File: src/design/clk_pwr_pkg.sv
package clk_pwr_pkg;

  // Register offsets
  localparam logic [7:0] CPU_MODE_ADDR = 8'h00;
  localparam logic [7:0] CLK_STATUS_ADDR = 8'h01;

  // CPU mode register fields
  localparam int SUB_OSC_CTRL_A_BIT = 4;
  localparam int SUB_OSC_CTRL_B_BIT = 5;
  localparam int MAIN_OSC_HALT_BIT = 6;
  localparam int CPU_CLOCK_SOURCE_SELECT_BIT = 7;
  localparam logic [7:0] CPU_MODE_RESET = 8'h00;
  localparam logic [7:0] CPU_MODE_MASK = 8'hf0;

  // Status register fields
  localparam int ST_MODE_LSB = 0;
  localparam int ST_CPU_CLOCK_BIT = 2;
  localparam int ST_ACTIVE_SUB_BIT = 3;
  localparam int ST_MAIN_RUN_BIT = 4;
  localparam int ST_SUB_RUN_BIT = 5;
  localparam int ST_WARMUP_BIT = 6;

  // Warm-up chain loads and prescale
  localparam logic [7:0] TIMER3_LOAD = 8'hff;
  localparam logic [7:0] TIMER4_LOAD = 8'h07;
  localparam logic [3:0] PRESCALE_LAST = 4'hf;

  // Interrupt request positions
  localparam int IRQ_COUNT = 9;
  localparam int IRQ_EXT_A = 0;
  localparam int IRQ_EXT_B = 1;
  localparam int IRQ_COUNTER = 2;
  localparam int IRQ_TIMER1 = 3;
  localparam int IRQ_TIMER2 = 4;
  localparam int IRQ_TIMER3 = 5;
  localparam int IRQ_TIMER4 = 6;
  localparam int IRQ_SERIAL = 7;
  localparam int IRQ_KEY = 8;
  localparam logic [8:0] WAIT_WAKE_MASK = 9'h1ff;
  localparam logic [8:0] STOP_WAKE_MASK = 9'h19f;

  // Power states, Gray coded in the order run-wait-stop-warmup-run
  typedef enum logic [1:0] {
    PWR_RUN = 2'b00,
    PWR_WAIT = 2'b01,
    PWR_STOP = 2'b11,
    PWR_WARMUP = 2'b10
  } pwr_state_t;

endpackage

File: src/design/osc_pin_sync.sv
module osc_pin_sync (
  // Clock and reset
  input wire logic i_sys_clk,
  input wire logic i_reset,
  // Oscillator pins
  input wire logic [1:0] i_pin,
  // Filtered levels and rising-edge pulses
  output logic [1:0] o_level,
  output logic [1:0] o_rise
);

  logic [1:0] stage1;
  logic [1:0] stage2;
  logic [1:0] stage3;
  logic [1:0] next_level;
  logic [1:0] next_rise;

  genvar g;
  generate
    for (g = 0; g < 2; g = g + 1)
    begin : g_bit
      // Accept a new level only when the last two stages agree
      always_comb
      begin
        next_level[g] = (stage2[g] == stage3[g]) ? stage3[g] : o_level[g];
        next_rise[g] = next_level[g] & ~o_level[g];
      end
    end
  endgenerate

  // Three-stage synchroniser and filtered outputs
  always_ff @(posedge i_sys_clk)
  begin
    if (i_reset)
    begin
      stage1 <= 2'h0;
      stage2 <= 2'h0;
      stage3 <= 2'h0;
      o_level <= 2'h0;
      o_rise <= 2'h0;
    end
    else
    begin
      stage1 <= i_pin;
      stage2 <= stage1;
      stage3 <= stage2;
      o_level <= next_level;
      o_rise <= next_rise;
    end
  end

endmodule

File: src/design/warmup_chain.sv
module warmup_chain (
  // Clock and reset
  input wire logic i_sys_clk,
  input wire logic i_reset,
  // Control
  input wire logic i_load,
  input wire logic i_count_en,
  input wire logic i_osc_tick,
  // Counter state
  output logic [7:0] o_timer3,
  output logic [7:0] o_timer4,
  output logic o_overflow
);

  logic [3:0] prescale;
  logic [3:0] next_prescale;
  logic [7:0] next_timer3;
  logic [7:0] next_timer4;
  logic next_overflow;

  // Source/16 into timer 3, timer 3 underflow into timer 4
  always_comb
  begin
    next_prescale = prescale;
    next_timer3 = o_timer3;
    next_timer4 = o_timer4;
    next_overflow = 1'b0;
    if (i_load)
    begin
      next_prescale = 4'h0;
      next_timer3 = clk_pwr_pkg::TIMER3_LOAD;
      next_timer4 = clk_pwr_pkg::TIMER4_LOAD;
    end
    else if (i_count_en && i_osc_tick)
    begin
      next_prescale = prescale + 4'h1;
      if (prescale == clk_pwr_pkg::PRESCALE_LAST)
      begin
        next_timer3 = o_timer3 - 8'h01;
        if (o_timer3 == 8'h00)
        begin
          next_timer4 = o_timer4 - 8'h01;
          next_overflow = (o_timer4 == 8'h00);
        end
      end
    end
  end

  // Counter registers
  always_ff @(posedge i_sys_clk)
  begin
    if (i_reset)
    begin
      prescale <= 4'h0;
      o_timer3 <= 8'h00;
      o_timer4 <= 8'h00;
      o_overflow <= 1'b0;
    end
    else
    begin
      prescale <= next_prescale;
      o_timer3 <= next_timer3;
      o_timer4 <= next_timer4;
      o_overflow <= next_overflow;
    end
  end

endmodule

File: src/design/dual_osc_clock_power_control.sv
// Function
// - The CPU clock is the main oscillator divided by two unless another source is chosen.
// - With the source-select bit 7 set, the CPU clock is the sub oscillator divided by two.
// - The stop instruction halts both oscillators and freezes the CPU clock high.
// - Entering stop loads the warm-up chain with 8'hff in timer 3 and 8'h07 in timer 4.
// - A waking interrupt in stop restarts oscillation and keeps the CPU clock high until timer 4 overflows.
// - The wait instruction freezes the CPU clock high with the oscillators still running.
// - An interrupt in wait restores the CPU clock at once with no warm-up.
// - Setting bit 6 halts the main oscillator and clearing it restarts it.
// - Wait is released by external, counter, timer 1 to 4, serial and key requests.
// - Stop is released by the same requests except timers 3 and 4.
// - Leaving stop, the clock starts only after timer 4 overflow and execution resumes at the vector.
module dual_osc_clock_power_control (
  // Clock and reset
  input wire logic i_sys_clk,
  input wire logic i_reset,
  // Register port
  input wire logic [7:0] i_addr,
  input wire logic [7:0] i_wdata,
  input wire logic i_write,
  input wire logic i_read,
  output logic [7:0] o_rdata,
  // Oscillator pins
  input wire logic i_main_osc_in,
  input wire logic i_sub_osc_in,
  output logic o_main_osc_run,
  output logic o_sub_osc_run,
  // CPU side
  input wire logic i_stop_instruction,
  input wire logic i_wait_instruction,
  input wire logic [8:0] i_irq_req,
  output logic o_cpu_clock,
  output logic o_resume_vector,
  output logic [8:0] o_wake_requests
);

  clk_pwr_pkg::pwr_state_t state;
  clk_pwr_pkg::pwr_state_t next_state;
  logic [7:0] cpu_mode;
  logic [7:0] next_cpu_mode;
  logic [7:0] next_rdata;
  logic active_sub;
  logic next_active_sub;
  logic next_cpu_clock;
  logic next_main_run;
  logic next_sub_run;
  logic next_resume;
  logic [8:0] next_wake;
  logic [1:0] osc_level;
  logic [1:0] osc_rise;
  logic src_tick;
  logic chain_load;
  logic [7:0] timer3;
  logic [7:0] timer4;
  logic chain_overflow;
  logic wait_wake;
  logic stop_wake;

  // Oscillator pins into the system clock domain
  osc_pin_sync u_sync (
    .i_sys_clk(i_sys_clk),
    .i_reset(i_reset),
    .i_pin({i_sub_osc_in, i_main_osc_in}),
    .o_level(osc_level),
    .o_rise(osc_rise)
  );

  // Rising edge of the oscillator that currently feeds the CPU clock
  assign src_tick = active_sub ? osc_rise[1] : osc_rise[0];
  assign chain_load = (state == clk_pwr_pkg::PWR_RUN) && i_stop_instruction;
  assign wait_wake = |(i_irq_req & clk_pwr_pkg::WAIT_WAKE_MASK);
  assign stop_wake = |(i_irq_req & clk_pwr_pkg::STOP_WAKE_MASK);

  // Timer 3 cascaded into timer 4 as the warm-up counter
  warmup_chain u_chain (
    .i_sys_clk(i_sys_clk),
    .i_reset(i_reset),
    .i_load(chain_load),
    .i_count_en(state == clk_pwr_pkg::PWR_WARMUP),
    .i_osc_tick(src_tick),
    .o_timer3(timer3),
    .o_timer4(timer4),
    .o_overflow(chain_overflow)
  );

  // Power state sequencing and wake capture
  always_comb
  begin
    next_state = state;
    next_resume = 1'b0;
    next_wake = o_wake_requests;
    unique case (state)
      clk_pwr_pkg::PWR_RUN:
      begin
        if (i_stop_instruction)
          next_state = clk_pwr_pkg::PWR_STOP;
        else if (i_wait_instruction)
          next_state = clk_pwr_pkg::PWR_WAIT;
      end
      clk_pwr_pkg::PWR_WAIT:
      begin
        if (wait_wake)
        begin
          next_state = clk_pwr_pkg::PWR_RUN;
          next_resume = 1'b1;
          next_wake = i_irq_req;
        end
      end
      clk_pwr_pkg::PWR_STOP:
      begin
        if (stop_wake)
        begin
          next_state = clk_pwr_pkg::PWR_WARMUP;
          next_wake = i_irq_req & clk_pwr_pkg::STOP_WAKE_MASK;
        end
      end
      clk_pwr_pkg::PWR_WARMUP:
      begin
        if (chain_overflow)
        begin
          next_state = clk_pwr_pkg::PWR_RUN;
          next_resume = 1'b1;
        end
      end
    endcase
  end

  always_ff @(posedge i_sys_clk)
  begin
    if (i_reset)
    begin
      state <= clk_pwr_pkg::PWR_RUN;
      o_resume_vector <= 1'b0;
      o_wake_requests <= 9'h000;
    end
    else
    begin
      state <= next_state;
      o_resume_vector <= next_resume;
      o_wake_requests <= next_wake;
    end
  end

  // CPU clock divider, freeze and source switch
  // A switch takes the place of the falling toggle at the end of a full high phase,
  // so the high phase runs on until the new source rises and no phase is ever cut
  always_comb
  begin
    next_active_sub = active_sub;
    next_cpu_clock = o_cpu_clock;
    if (src_tick)
    begin
      if (state != clk_pwr_pkg::PWR_RUN)
        next_cpu_clock = 1'b1;
      else if (o_cpu_clock && (active_sub != cpu_mode[clk_pwr_pkg::CPU_CLOCK_SOURCE_SELECT_BIT]))
        next_active_sub = cpu_mode[clk_pwr_pkg::CPU_CLOCK_SOURCE_SELECT_BIT];
      else
        next_cpu_clock = ~o_cpu_clock;
    end
  end

  // Oscillator run controls, stopped in stop once the CPU clock sits high
  always_comb
  begin
    next_main_run = ~cpu_mode[clk_pwr_pkg::MAIN_OSC_HALT_BIT];
    next_sub_run = cpu_mode[clk_pwr_pkg::SUB_OSC_CTRL_A_BIT]
      & cpu_mode[clk_pwr_pkg::SUB_OSC_CTRL_B_BIT];
    if ((next_state == clk_pwr_pkg::PWR_STOP) && next_cpu_clock)
    begin
      next_main_run = 1'b0;
      next_sub_run = 1'b0;
    end
  end

  always_ff @(posedge i_sys_clk)
  begin
    if (i_reset)
    begin
      active_sub <= 1'b0;
      o_cpu_clock <= 1'b1;
      o_main_osc_run <= 1'b1;
      o_sub_osc_run <= 1'b0;
    end
    else
    begin
      active_sub <= next_active_sub;
      o_cpu_clock <= next_cpu_clock;
      o_main_osc_run <= next_main_run;
      o_sub_osc_run <= next_sub_run;
    end
  end

  // Register writes and reads, read data valid one cycle later
  always_comb
  begin
    next_cpu_mode = cpu_mode;
    next_rdata = 8'h00;
    if (i_write && (i_addr == clk_pwr_pkg::CPU_MODE_ADDR))
      next_cpu_mode = i_wdata & clk_pwr_pkg::CPU_MODE_MASK;
    if (i_read)
    begin
      if (i_addr == clk_pwr_pkg::CPU_MODE_ADDR)
        next_rdata = cpu_mode;
      else if (i_addr == clk_pwr_pkg::CLK_STATUS_ADDR)
      begin
        next_rdata[clk_pwr_pkg::ST_MODE_LSB +: 2] = state;
        next_rdata[clk_pwr_pkg::ST_CPU_CLOCK_BIT] = o_cpu_clock;
        next_rdata[clk_pwr_pkg::ST_ACTIVE_SUB_BIT] = active_sub;
        next_rdata[clk_pwr_pkg::ST_MAIN_RUN_BIT] = o_main_osc_run;
        next_rdata[clk_pwr_pkg::ST_SUB_RUN_BIT] = o_sub_osc_run;
        next_rdata[clk_pwr_pkg::ST_WARMUP_BIT] = (state == clk_pwr_pkg::PWR_WARMUP);
      end
    end
  end

  always_ff @(posedge i_sys_clk)
  begin
    if (i_reset)
    begin
      cpu_mode <= clk_pwr_pkg::CPU_MODE_RESET;
      o_rdata <= 8'h00;
    end
    else
    begin
      cpu_mode <= next_cpu_mode;
      o_rdata <= next_rdata;
    end
  end

  // Checks
  property p_wait_hold;
    @(posedge i_sys_clk) disable iff (i_reset)
    (state == clk_pwr_pkg::PWR_WAIT) && o_cpu_clock && !wait_wake |=> o_cpu_clock;
  endproperty
  a_wait_hold: assert property (p_wait_hold) else $error("CPU clock fell in wait");

  property p_stop_osc_off;
    @(posedge i_sys_clk) disable iff (i_reset)
    (state == clk_pwr_pkg::PWR_STOP) && o_cpu_clock && !stop_wake |=>
      !o_main_osc_run && !o_sub_osc_run;
  endproperty
  a_stop_osc_off: assert property (p_stop_osc_off) else $error("Oscillator runs in stop");

  property p_main_halt;
    @(posedge i_sys_clk) disable iff (i_reset)
    cpu_mode[clk_pwr_pkg::MAIN_OSC_HALT_BIT] |=> !o_main_osc_run;
  endproperty
  a_main_halt: assert property (p_main_halt) else $error("Main osc runs while halted");

  property p_wait_release;
    @(posedge i_sys_clk) disable iff (i_reset)
    (state == clk_pwr_pkg::PWR_WAIT) && wait_wake |=>
      (state == clk_pwr_pkg::PWR_RUN) && o_resume_vector;
  endproperty
  a_wait_release: assert property (p_wait_release) else $error("Wait not released");

  property p_stop_ignores_t34;
    @(posedge i_sys_clk) disable iff (i_reset)
    (state == clk_pwr_pkg::PWR_STOP) && !stop_wake |=> (state == clk_pwr_pkg::PWR_STOP);
  endproperty
  a_stop_ignores_t34: assert property (p_stop_ignores_t34) else $error("Stop left");

  property p_warm_hold;
    @(posedge i_sys_clk) disable iff (i_reset)
    (state == clk_pwr_pkg::PWR_STOP) ##1 (state == clk_pwr_pkg::PWR_WARMUP) |->
      o_cpu_clock throughout (state == clk_pwr_pkg::PWR_WARMUP)[*2];
  endproperty
  a_warm_hold: assert property (p_warm_hold) else $error("Clock ran in warm-up");

  property p_chain_load;
    @(posedge i_sys_clk) disable iff (i_reset)
    chain_load |=> (timer3 == clk_pwr_pkg::TIMER3_LOAD) && (timer4 == clk_pwr_pkg::TIMER4_LOAD);
  endproperty
  a_chain_load: assert property (p_chain_load) else $error("Warm-up chain not loaded");

  property p_stop_exit;
    @(posedge i_sys_clk) disable iff (i_reset)
    $rose(state == clk_pwr_pkg::PWR_RUN) && $past(state == clk_pwr_pkg::PWR_WARMUP) |->
      $past(chain_overflow) && o_resume_vector;
  endproperty
  a_stop_exit: assert property (p_stop_exit) else $error("Stop left without overflow");

  property p_switch_high;
    @(posedge i_sys_clk) disable iff (i_reset)
    $changed(active_sub) |-> $past(o_cpu_clock) && o_cpu_clock && $past(src_tick);
  endproperty
  a_switch_high: assert property (p_switch_high) else $error("Source switched while low");

endmodule

File: config.mk
export PLATFORM = sky130hd
export DESIGN_NAME = dual_osc_clock_power_control
export DESIGN_NICKNAME = d
export VERILOG_FILES = /design/src/design/clk_pwr_pkg.sv /design/src/design/osc_pin_sync.sv /design/src/design/warmup_chain.sv /design/src/design/dual_osc_clock_power_control.sv
export SDC_FILE = /design/constraint.sdc
export NUM_CORES = 1
export LEC_CHECK = 0
export BUFFER_PORTS_ARGS = -buffer_cell sky130_fd_sc_hd__buf_2
export CORE_ASPECT_RATIO = 1.2
export CORE_UTILIZATION = 54
export CTS_BUF_LIST = sky130_fd_sc_hd__clkbuf_4 sky130_fd_sc_hd__clkbuf_8 sky130_fd_sc_hd__clkbuf_16
export DETAILED_ROUTE_END_ITERATION = 8
export PLACE_DENSITY = 0.87
export SLEW_MARGIN = 30
export SYNTH_ARGS = -nofsm -noshare
export SYNTH_HDL_FRONTEND = slang
export SYNTH_SLANG_ARGS = --single-unit
File: constraint.sdc
create_clock -name i_sys_clk -period 2.3 [get_ports i_sys_clk]
set_input_delay 0.23 -clock i_sys_clk [delete_from_list [all_inputs] [get_ports i_sys_clk]]
set_output_delay 0.23 -clock i_sys_clk [all_outputs]
set_load 0.005 [all_outputs]
==> Yosys cells after proc, flatten, opt, wreduce, memory -nomap -nowiden <==
Cells that the tools add are included.
{ "op_classes": {"add_sub_neg": 3, "n_eq_ne": 11, "muxes": 28, "bitwise_logic": 14, "n_reduce_logical": 27} }
{ "op_table": {"columns": ["cell", "count"], "rows": [
  ["$logic_not A8 Y1", 3],
  ["$mux W8", 3],
  ["$mux W9", 2],
  ["$pmux W9 S2", 1],
  ["$sub A8 B1 Y8 const B", 2],
  ["$mux W7", 2],
  ["$mux W3", 4],
  ["$reduce_and A3 Y1", 4],
  ["$not A1 Y1", 11],
  ["$mux W2", 5],
  ["$reduce_bool A2 Y1", 5],
  ["$mux W1", 9],
  ["$reduce_or A9 Y1", 1],
  ["$eq A8 B1 Y1 const B", 1],
  ["$pmux W2 S4", 1],
  ["$reduce_or A7 Y1", 1],
  ["$eq A2 B2 Y1 const B", 3],
  ["$reduce_or A2 Y1", 3],
  ["$logic_and A1 B1 Y1", 5],
  ["$reduce_or A5 Y1", 1],
  ["$add A4 B1 Y4 const B", 1],
  ["$eq A4 B4 Y1 const B", 1],
  ["$ne A2 B2 Y1 const B", 2],
  ["$reduce_or A4 Y1", 1],
  ["other kinds (8)", 11]
]} }
{ "totals": {"reg_bits": 59, "input_bits": 33, "output_inout_bits": 21, "elab_cells": 104} }

==> Logic depth before layout (Yosys ltp) <==
Gate-level depths: netlist of run 1.
{ "depth": {"depth_word": 7, "ltp_mapped": 8, "depth_no_buf": 6} }

==> Hierarchy <==
Synthesis of run 1 repeated with hierarchy kept, for this count alone.
{ "hier_totals": {"cells_unflattened": 261, "area_unflattened_um2": 2551.2} }
{ "modules_own_cells": {"columns": ["module", "instances", "cells_per_inst", "area_each_um2", "seq_area_each_um2"], "rows": [
  ["dual_osc_clock_power_control", 1, 120, 1212.4, 560.5],
  ["warmup_chain", 1, 117, 1041.0, 420.4],
  ["osc_pin_sync", 1, 24, 297.8, 200.2]
]} }

==> Worst setup path before layout of run 1 <==
OpenSTA, ideal clock, no wires.
{ "synth_timing": {"path_type": "register -> register", "from": "register state[0]", "to": "register u_chain.o_timer4[5]", "setup_ps": 72, "t_arrival_ps": 1790, "t_required_ps": 2228, "path_slack_ps": 438, "path_stages_with_launch": 9, "path_buffers": 2, "cell_sequence": "dfxtp_1 > inv_1 > ha_1 > buf_4 > and4_1 > buf_2 > nand4b_4 > or4_1 > a21oi_1"} }
{ "synth_between": {"elab_chain_cells": 3, "elab_cells_between_ends": 6, "classes_between": "eq/ne (1); reduce/logical (5)"} }
{ "synth_lines": {"columns": ["item", "line_no", "source"], "rows": [
  ["from (decl)", "dual_osc_clock_power_control.sv:37", "clk_pwr_pkg::pwr_state_t state;"],
  ["from (signal assigned)", "dual_osc_clock_power_control.sv:132", "state <= clk_pwr_pkg::PWR_RUN;"],
  ["from (signal assigned)", "dual_osc_clock_power_control.sv:138", "state <= next_state;"],
  ["$eq A2 B2 Y1 / $logic_not A2 Y1 (equally long branches)", "dual_osc_clock_power_control.sv:79, dual_osc_clock_power_control.sv:70", null],
  ["$logic_and A1 B1 Y1, on equally long branches", "warmup_chain.sv:34, dual_osc_clock_power_control.sv:70", null],
  ["$reduce_and A3 Y1 (no source line) / $reduce_or A2 Y1 (equally long branches)", null, null],
  ["to (signal assigned)", "warmup_chain.sv:63", "o_timer4 <= next_timer4;"],
  ["to (decl)", "warmup_chain.sv:11", "output logic [7:0] o_timer4,"]
]} }
Parallel ways exist; a longest one is shown, timed or not.
A chain may end at the register's enable or synchronous reset.

==> Worst setup path after layout of run 1 <==
Ends and elaborated chain as after synthesis.

==> flow_summary.ini, run 1 <==
[clock_tree]
worstSkewPairLatency_ps = 340
cts_sinks = 59
cts_tree = built
cts_made_buffers = 9
cts_resized = 0
cts.htree.levels = 3
clockBufferDepth = 2
cts_root_buffer = clkbuf_8
cts_hold_buf = 0
clkTransAtPathRegs_ps = 60
cts_setup_buffers = 0

[worst_setup_path]
crit_slowest_cell = or4_1
path_class = register to register
arrival_ps = 2240
endpoint_kind = register
cp-start-kind = register
cp.required_ps = 2560
cp_cell_sequence = inv_1 > ha_1 > and4_1 > nand4b_4 > or4_1 > a21oi_1
critPathMaxFanout = 7
cpPeakStageDelay_ps = 520

[cells_and_area]
drive_gt1_share_pct = 24.7
n_antenna_cell = 0
area_growth_pct = 19.1
final_nets = 364

[global_routing]
overflow = 0
grt_pass1_wl_um = 8980
grt_use_total_pct = 23.6
busiest_layer = met2
grt_pass1_vias = 2045
grt_antenna_before_repair = 0
grtUsageMet3_pct = 5.36
grt_max_degree = 38
grt_util_met1_pct = 27.6
use_met2_pct = 38.6

[power]
p_seq_share_pct = 42.2
p_total_mw = 2.96
swShare_pct = 32.4
intPower_mw = 2.00
power_density_mw_per_mm2 = 977
switchingPower_mw = 0.958
peakVddDrop_v = 0.000744
leakagePower_nw = 1.34
power_frac_comb_pct = 28.4
clkPwrFrac_pct = 29.4

[route]
drc_errors = 0
drt_iter0_drc = 87
ant_nets = 0
wire_per_inst_um = 13.9
vias_per_cell = 5.64
finalWirelength_um = 5370
vias = 2176
drt-pass1-iter-count = 4

[synthesis]
ys.flop_type = dfxtp_1
synthesis.nets = 309
syn_area_mm2 = 0.00254
synthDistinctLibCells = 53
synth_area_per_cell_um2 = 9.49
async_reset_ff_share_pct = 0
ys_seq_elements = 59
synth_edf_count = 0
netlist_instances = 268
yosysWarnings = 0
yosysSeqAreaShare_pct = 46.4

[outcome]
outcome = completed

[timing]
fin_crit_sh_pct = 86.1
finalSetupTns_ps = 0
maxSlewViolCount = 0
fmax_mhz = 505
tightest_slew_ps = 591
hold-worst-slack_ps = 107
finalSetupViolCount = 0
skew_ps = 5.20
hold_violations = 0
grt_setup_unrepaired = no
worst_slew_margin_rel_pct = 60.4
finalCriticalPeriod_ps = 1980

[placement]
place_hpwl_um = 3780
port_buffers = 49
gp_congestion = 0.788

[worst_hold_path]
worstHoldPathType = input port to register

[floorplan]
rows = 27
dieHeight_um = 77.2
fp.dieArea_mm2 = 0.00499
ios = 54
die_w_um = 64.7
initial_core_util_pct = 55.8
core_mm2 = 0.00456

[flow_run]
maxCapViolCount = 0
[metrics by stage]
| stage | instance area (um2) | cells | worst slack, ps | util [%] |
|---|---|---|---|---|
| 2_1_floorplan | 2540 | 268 | 438 | - |
| 3_3_place_gp | 2850 | 370 | 372 | 62.4 |
| 3_5_place_dp | 2850 | 370 | 330 | 62.4 |
| 4_1_cts | 3030 | 386 | 317 | 66.4 |
| 5_1_grt | 3030 | 386 | 160 | 66.4 |
| 6_report | 3030 | 386 | 319 | 66.4 |
[worst max-delay path: cells and delay by family, from the launching register on]
| family | cells | cell delay [ps] |
|---|---|---|
| DFF | 1 | 330 |
| buffers and inverters | 1 | 140 |
| adders and majority gates | 1 | 200 |
| AOI/OAI and AO/OA | 1 | 150 |
| and+or+nand+nor | 3 | 1090 |
[final cells by class]
class / instances / area (um2)
multi-input combinational: 191 / 1280
fill: 368 / 1530
tap: 58 / 72.6
inverter: 9 / 33.8
sequential: 59 / 1180
clock buffer: 14 / 174
clock inverter: 2 / 10.0
timing repair buffer: 53 / 275
[path summary, 6_finish.rpt]
check / slack [ps] / startpoint / end / cells after the start
worst max-delay path: 320 / state[0] / u_chain.o_timer4[5] / 6
worst min-delay path: 110 / i_sub_osc_in / u_sync.stage1[1] / 2
worst max register to register: 320 / state[0] / u_chain.o_timer4[5] / 6
worst min register to register: 410 / u_sync.o_level[0] / u_sync.o_rise[0] / 1
[flip-flops by register name, summed over array words and instances (netlist names)]
name                flops
u_sync.stage2           2
u_chain.o_overflow      1
o_resume_vector         1
active_sub              1
o_cpu_clock             1
o_main_osc_run          1
o_rdata                 8
o_wake_requests         9
state                   2
u_sync.o_rise           2
cpu_mode                4
u_sync.stage3           2
u_sync.o_level          2
u_chain.o_timer4        8
o_sub_osc_run           1
u_chain.o_timer3        8
u_chain.prescale        4
u_sync.stage1           2
[cells in the mapped netlist (2+ instances only)]
| cell | number | area [um2] |
|---|---|---|
| a22o_1 | 4 | 35.0 |
| and2_1 | 5 | 31.3 |
| a21oi_1 | 20 | 100 |
| nor2_1 | 27 | 101 |
| ha_1 | 8 | 100 |
| clkbuf_1 | 5 | 18.8 |
| nor4_1 | 5 | 31.3 |
| nand3_1 | 8 | 40.0 |
| nor2b_1 | 10 | 62.6 |
| xor2_1 | 8 | 70.1 |
| a211oi_1 | 2 | 15.0 |
| and4_1 | 3 | 26.3 |
| nand4_1 | 8 | 50.1 |
| and3_1 | 3 | 18.8 |
| inv_1 | 9 | 33.8 |
| mux2i_1 | 12 | 120 |
| nand2_1 | 13 | 48.8 |
| o21ai_0 | 5 | 25.0 |
| nor3_1 | 11 | 55.1 |
| or4_1 | 4 | 30.0 |
| nand2b_1 | 4 | 25.0 |
| dfxtp_1 | 59 | 1180 |
| a31oi_1 | 2 | 12.5 |
| o31ai_1 | 4 | 30.0 |
[kinds of logic (layout without fill, tap and decap cells)]
family / count (synthesis) / after routing / share of synthesized area (%)
adder cells (fa/ha/maj): 8 / 8 / 3.94
XOR/XNOR: 9 / 9 / 3.10
multiplexers: 13 / 13 / 5.31
flip-flops: 59 / 59 / 46.4
AND/OR/NAND/NOR: 113 / 113 / 25.7
AO/OA/AOI/OAI: 48 / 48 / 12.3
buffers and inverters: 18 / 78 / 3.15
[cells in the final DEF, fill, tap and decap left out, drive strengths merged, types with 3 or more instances in the layout]
cell | synthesis | layout
nand4 | 8 | 8
nor2b | 10 | 10
and3 | 4 | 4
a31oi | 3 | 3
o21ai | 5 | 5
and4 | 3 | 3
o31ai | 4 | 4
or4 | 5 | 5
xor2 | 8 | 8
nand2b | 4 | 4
clkbuf | 5 | 14
nor2 | 27 | 27
nor4 | 7 | 7
a21oi | 20 | 20
nand2 | 13 | 13
and2 | 5 | 5
dfxtp | 59 | 59
inv | 9 | 9
buf | 4 | 53
nor3 | 11 | 11
a22o | 4 | 4
nand3 | 8 | 8
ha | 8 | 8
mux2i | 12 | 12
[layer usage]
layer	vias to the layer above	part of all wire, %
met1	1022	43
met3	14	3.9
li1	1082	-
met2	58	50
met5	-	0
met4	0	2.6
[power groups by stage]
stage	clock, mW	combinational [mW]	sequential, mW
2_1_floorplan	0	0.603	1.25
3_3_place_gp	0	0.797	1.26
3_5_place_dp	0	0.830	1.27
4_1_cts	0.882	0.838	1.25
5_1_grt	0.930	0.928	1.27
6_report	0.870	0.840	1.25
Note: power is estimated with default switching activity, not from simulation.
==> run 2, diff against run 1 <==
CORE_UTILIZATION = 58   (was 54)
PLACE_DENSITY = 0.92   (was 0.87)
clock period = 2.4 ns   (was 2.3 ns; I/O delays follow)
==> run 2 against run 1 <==
Clock power rose by 8.0%; first-iteration DRC count grew 41%; cell area is 1.1% higher; critical endpoint is now u_chain.o_timer4[3]; critical path depth stayed put; clock skew is 2.1 ps lower.
==> flow_summary.ini, run 2 (synthesis results as in run 1) <==
[worst_hold_path]
whs_endpoint = u_sync.stage1[1]
worstHoldPathCells = 2
min_from = i_sub_osc_in
worstHoldPathType = input port to register

[cells_and_area]
n_antenna_cell = 0
fin_cells = 385
area_growth_pct = 20.4
finalInstanceArea_mm2 = 0.00306
top_register = o_wake_requests
most-common-layout-cells = dfxtp_1, buf_2, nor2_1, a21oi_1, nand2_1
drive_gt1_share_pct = 24.9
final_common_cell = dfxtp_1
largest_register_ffs = 9
final_nets = 365

[worst_setup_path]
endpoint_kind = register
rrSetupSlack_ps = 410
cp.required_ps = 2630
crit_slowest_cell = or3b_2
reg2regPathDepth = 6
arrival_ps = 2230
crit_buf_inv = 1
cpPeakStageDelay_ps = 500
path_class = register to register
cp_cell_sequence = inv_1 > ha_1 > or3b_2 > nor4_4 > a21oi_1 > a31o_2
cp-start-kind = register
worstSetupPathDepth = 6
critPathMaxFanout = 8
path_delay_family = simple AND/OR/NAND/NOR gates
rr_endpoint = u_chain.o_timer4[3]
r2r-start = u_chain.o_timer3[0]

[clock_tree]
cts_sinks = 59
worstSkewPairLatency_ps = 340
clkTransAtPathRegs_ps = 60
cts.htree.levels = 3
cts_hold_buf = 0
cts_root_buffer = clkbuf_8
cts_made_buffers = 9
cts_setup_buffers = 0
clockBufferDepth = 2
cts_tree = built
cts_resized = 0

[route]
drc_errors = 0
top_layer = met4
drt_iter0_drc = 123
drt-pass1-iter-count = 4
finalWirelength_um = 5490
wl_met1_um = 2200
wire_per_inst_um = 14.3
vias = 2220
ant_nets = 0
vias_per_cell = 5.77
wl_met3_um = 242
met2_length_um = 2870

[timing]
tightest_slew_ps = 620
maxSlewViolCount = 0
finalCriticalPeriod_ps = 1990
worst_slew_margin_rel_pct = 58.6
finalSetupViolCount = 0
hold-worst-slack_ps = 118
finalSetupTns_ps = 0
fmax_mhz = 501
skew_ps = 3.07
grt_setup_unrepaired = no
fin_crit_sh_pct = 83.1
hold_violations = 0

[floorplan]
dieHeight_um = 74.5
fp.dieArea_mm2 = 0.00466
ios = 54
initial_core_util_pct = 60.1
rows = 26
die_w_um = 62.5
core_mm2 = 0.00423

[power]
leakagePower_nw = 1.35
peakVddDrop_v = 0.000588
power_density_mw_per_mm2 = 961

[global_routing]
grt_pass1_vias = 2030
grt_use_total_pct = 25.1
grt_max_degree = 38
grt_pass1_wl_um = 8830
grt_antenna_before_repair = 0
overflow = 0

[outcome]
outcome = completed

[placement]
dp.cells = 369
place_hpwl_um = 3800
placed_cell_area_mm2 = 0.00285
gp_congestion = 0.839
port_buffers = 49

[flow_run]
maxCapViolCount = 0
==> run 2: changes by cell type in the layout (fill, tap and decap cells not counted) <==
cell        previous run  this run
clkbuf_8              11        12
bufinv_16              0         1
clkinvlp_4             0         1
buf_4                  4         5
clkbuf_4               3         0
==> run 2: final cells by class <==
class / count / area [um2]
Fill cell: 311 / 1170
Timing Repair Buffer: 54 / 283
Inverter: 9 / 33.8
Clock inverter: 4 / 47.5
Sequential cell: 59 / 1180
Multi-Input combinational cell: 191 / 1280
Tap cell: 56 / 70.1
Clock buffer: 12 / 165
==> run 2: routing by layer <==
layer,GRT usage [%],vias up
met1,26.1,1055
met2,44.1,62
met3,7.52,17
li1,-,1086
met4,17.8,0
met5,0,-
==> run 2: how the worst max path moves through the flow <==
| stage | startpoint | end |
|---|---|---|
| 2_1_floorplan | state[0] | u_chain.o_timer4[5] |
| 3_3_place_gp | u_chain.o_timer3[0] | u_chain.o_timer4[3] |
| 3_5_place_dp | u_chain.o_timer3[0] | u_chain.o_timer4[3] |
| 4_1_cts | u_chain.o_timer3[0] | u_chain.o_timer4[3] |
| 5_1_grt | u_chain.o_timer3[0] | u_chain.o_timer4[1] |
| 6_report | u_chain.o_timer3[0] | u_chain.o_timer4[3] |
==> run 2: stage by stage <==
step                      worst slack (ps)  total power, mW  util (%)
after floorplan                        538             1.78         -
after global placement                 493             1.97      67.4
after detailed placement               432             2.01      67.4
after CTS                              415             2.95      72.4
after global routing                   249             3.10      72.4
final                                  405             2.94      72.4
==> run 2: where the power goes <==
part / total (mW) / leakage, nW / internal [mW] / switching, mW
Sequential: 1.20 / 0.481 / 1.10 / 0.0969
Combinational: 0.807 / 0.764 / 0.355 / 0.452
Clock: 0.940 / 0.108 / 0.560 / 0.380
==> run 3, diff against run 2 <==
CORE_UTILIZATION = 48   (was 58)
PLACE_DENSITY = 0.82   (was 0.92)
clock period = 1.8 ns   (was 2.4 ns; I/O delays follow)
==> run 3 against run 2 <==
Power grew 38%; maximum frequency grew 16%; flip-flop and latch count is the same; clock-buffer cell count is the same; critical endpoint is now u_chain.o_timer4[5].
==> flow_summary.ini, run 3 (synthesis results as in run 1) <==
[global_routing]
grt_util_met1_pct = 25.7
overflow = 0
grt_antenna_before_repair = 0
grt_use_total_pct = 22.8
use_met2_pct = 38.4
grt_pass1_wl_um = 9360
grtUsageMet3_pct = 7.78
busiest_layer = met2
grt_pass1_vias = 2147
grt_max_degree = 38

[route]
drt_iter0_drc = 133
drc_errors = 0
drt-pass1-iter-count = 4
vias_per_cell = 5.53
ant_nets = 0
vias = 2216
wire_per_inst_um = 13.9
finalWirelength_um = 5560

[worst_setup_path]
path_delay_family = simple AND/OR/NAND/NOR gates
path_class = register to register
crit_buf_inv = 1
cpPeakStageDelay_ps = 520
rr_endpoint = u_chain.o_timer4[5]
arrival_ps = 1990
crit_slowest_cell = or4_4
rrSetupSlack_ps = 80
endpoint_kind = register
r2r-start = state[0]
cp-start-kind = register
critPathMaxFanout = 5
cp_cell_sequence = inv_2 > ha_2 > and4_4 > nand4b_4 > or4_4 > a21oi_1
cp.required_ps = 2070
crit_start = state[0]
reg2regPathDepth = 6

[clock_tree]
cts_setup_buffers = 0
cts_root_buffer = clkbuf_8
cts_tree = built
worstSkewPairLatency_ps = 340
clockBufferDepth = 2
cts_sinks = 59
cts_hold_buf = 0
clkTransAtPathRegs_ps = 60
cts_made_buffers = 9
cts.htree.levels = 3

[floorplan]
rows = 28
core_mm2 = 0.00501
initial_core_util_pct = 50.8
ios = 54
fp.dieArea_mm2 = 0.00560
dieHeight_um = 81.7
die_w_um = 68.5

[cells_and_area]
area_growth_pct = 25.4
drive_gt1_share_pct = 30.5
n_antenna_cell = 0
most-common-layout-cells = dfxtp_1, buf_2, nor2_1, a21oi_1, buf_4
fin_cells = 401
n_fill_cell = 415
final_nets = 377
final_common_cell = dfxtp_1
largest_register_ffs = 9
top_register = o_wake_requests

[timing]
finalCriticalPeriod_ps = 1720
finalSetupTns_ps = 0
hold_violations = 0
skew_ps = 8.19
grt_setup_unrepaired = yes
worst_slew_margin_rel_pct = 64.8
fmax_mhz = 580
finalSetupViolCount = 0
hold-worst-slack_ps = 47.4
tightest_slew_ps = 524
maxSlewViolCount = 0
fin_crit_sh_pct = 95.7

[worst_hold_path]
min_from = i_sub_osc_in
worstHoldPathCells = 2
worstHoldPathType = input port to register
whs_endpoint = u_sync.stage1[1]

[outcome]
outcome = completed

[placement]
gp_congestion = 0.892
place_hpwl_um = 4040
port_buffers = 49
dp.cells = 385

[flow_run]
maxCapViolCount = 0

[power]
leakagePower_nw = 1.40
peakVddDrop_v = 0.000877
power_density_mw_per_mm2 = 1270
==> run 3: changes by cell type in the layout (fill, tap and decap cells not counted), sizes merged <==
cell      delta
buf         +12
clkinv       -1
clkinvlp     +1
==> run 3: through the flow <==
step / util (%) / area, um2 / worst slack, ps / power (mW)
3_3_place_gp: 59.0 / 2960 / 68.4 / 2.78
2_1_floorplan: - / 2560 / 3.76 / 2.39
6_report: 63.7 / 3190 / 76.6 / 4.07
4_1_cts: 63.1 / 3160 / 1.52 / 4.03
3_5_place_dp: 59.0 / 2960 / 25.2 / 2.82
5_1_grt: 63.7 / 3190 / -16.5 / 4.32
==> run 3: repair_timing <==
action | CTS | global route
endpoints found under the setup margin | 0 | 12
endpoints found under the hold margin | 0 | 0
gates resized for setup | 0 | 10
==> run 3: area by class of cell <==
type / instances / area [um2] / area share [%]
tap: 60 / 75.1 / 2.35
multi-input combinational: 191 / 1320 / 41.4
clock inverter: 4 / 50.0 / 1.57
sequential: 59 / 1180 / 37.1
timing repair buffer: 66 / 377 / 11.8
clock buffer: 12 / 153 / 4.78
inverter: 9 / 33.8 / 1.06
==> run 3: worst max-delay path by stage <==
stage                          end  slack (ps)  cells after the start
2_1_floorplan  u_chain.o_timer4[3]           4                      6
3_3_place_gp   u_chain.o_timer4[5]          70                      6
3_5_place_dp   u_chain.o_timer4[5]          30                      6
4_1_cts        u_chain.o_timer4[1]           2                      7
5_1_grt        u_chain.o_timer4[5]         -20                      6
6_report       u_chain.o_timer4[5]          80                      6
==> run 3: per-layer routing <==
| layer | part of all wire, % | vias up |
|---|---|---|
| met5 | 0 | - |
| met2 | 52 | 35 |
| met4 | 1.8 | 0 |
| met1 | 43 | 1069 |
| li1 | - | 1103 |
| met3 | 3.2 | 9 |
==> run 3: power by group <==
group          switching, mW  total, mW  leakage, nW  internal, mW
sequential             0.120       1.59        0.481          1.47
combinational          0.661       1.27        0.823         0.610
clock                  0.503       1.21       0.0994         0.705
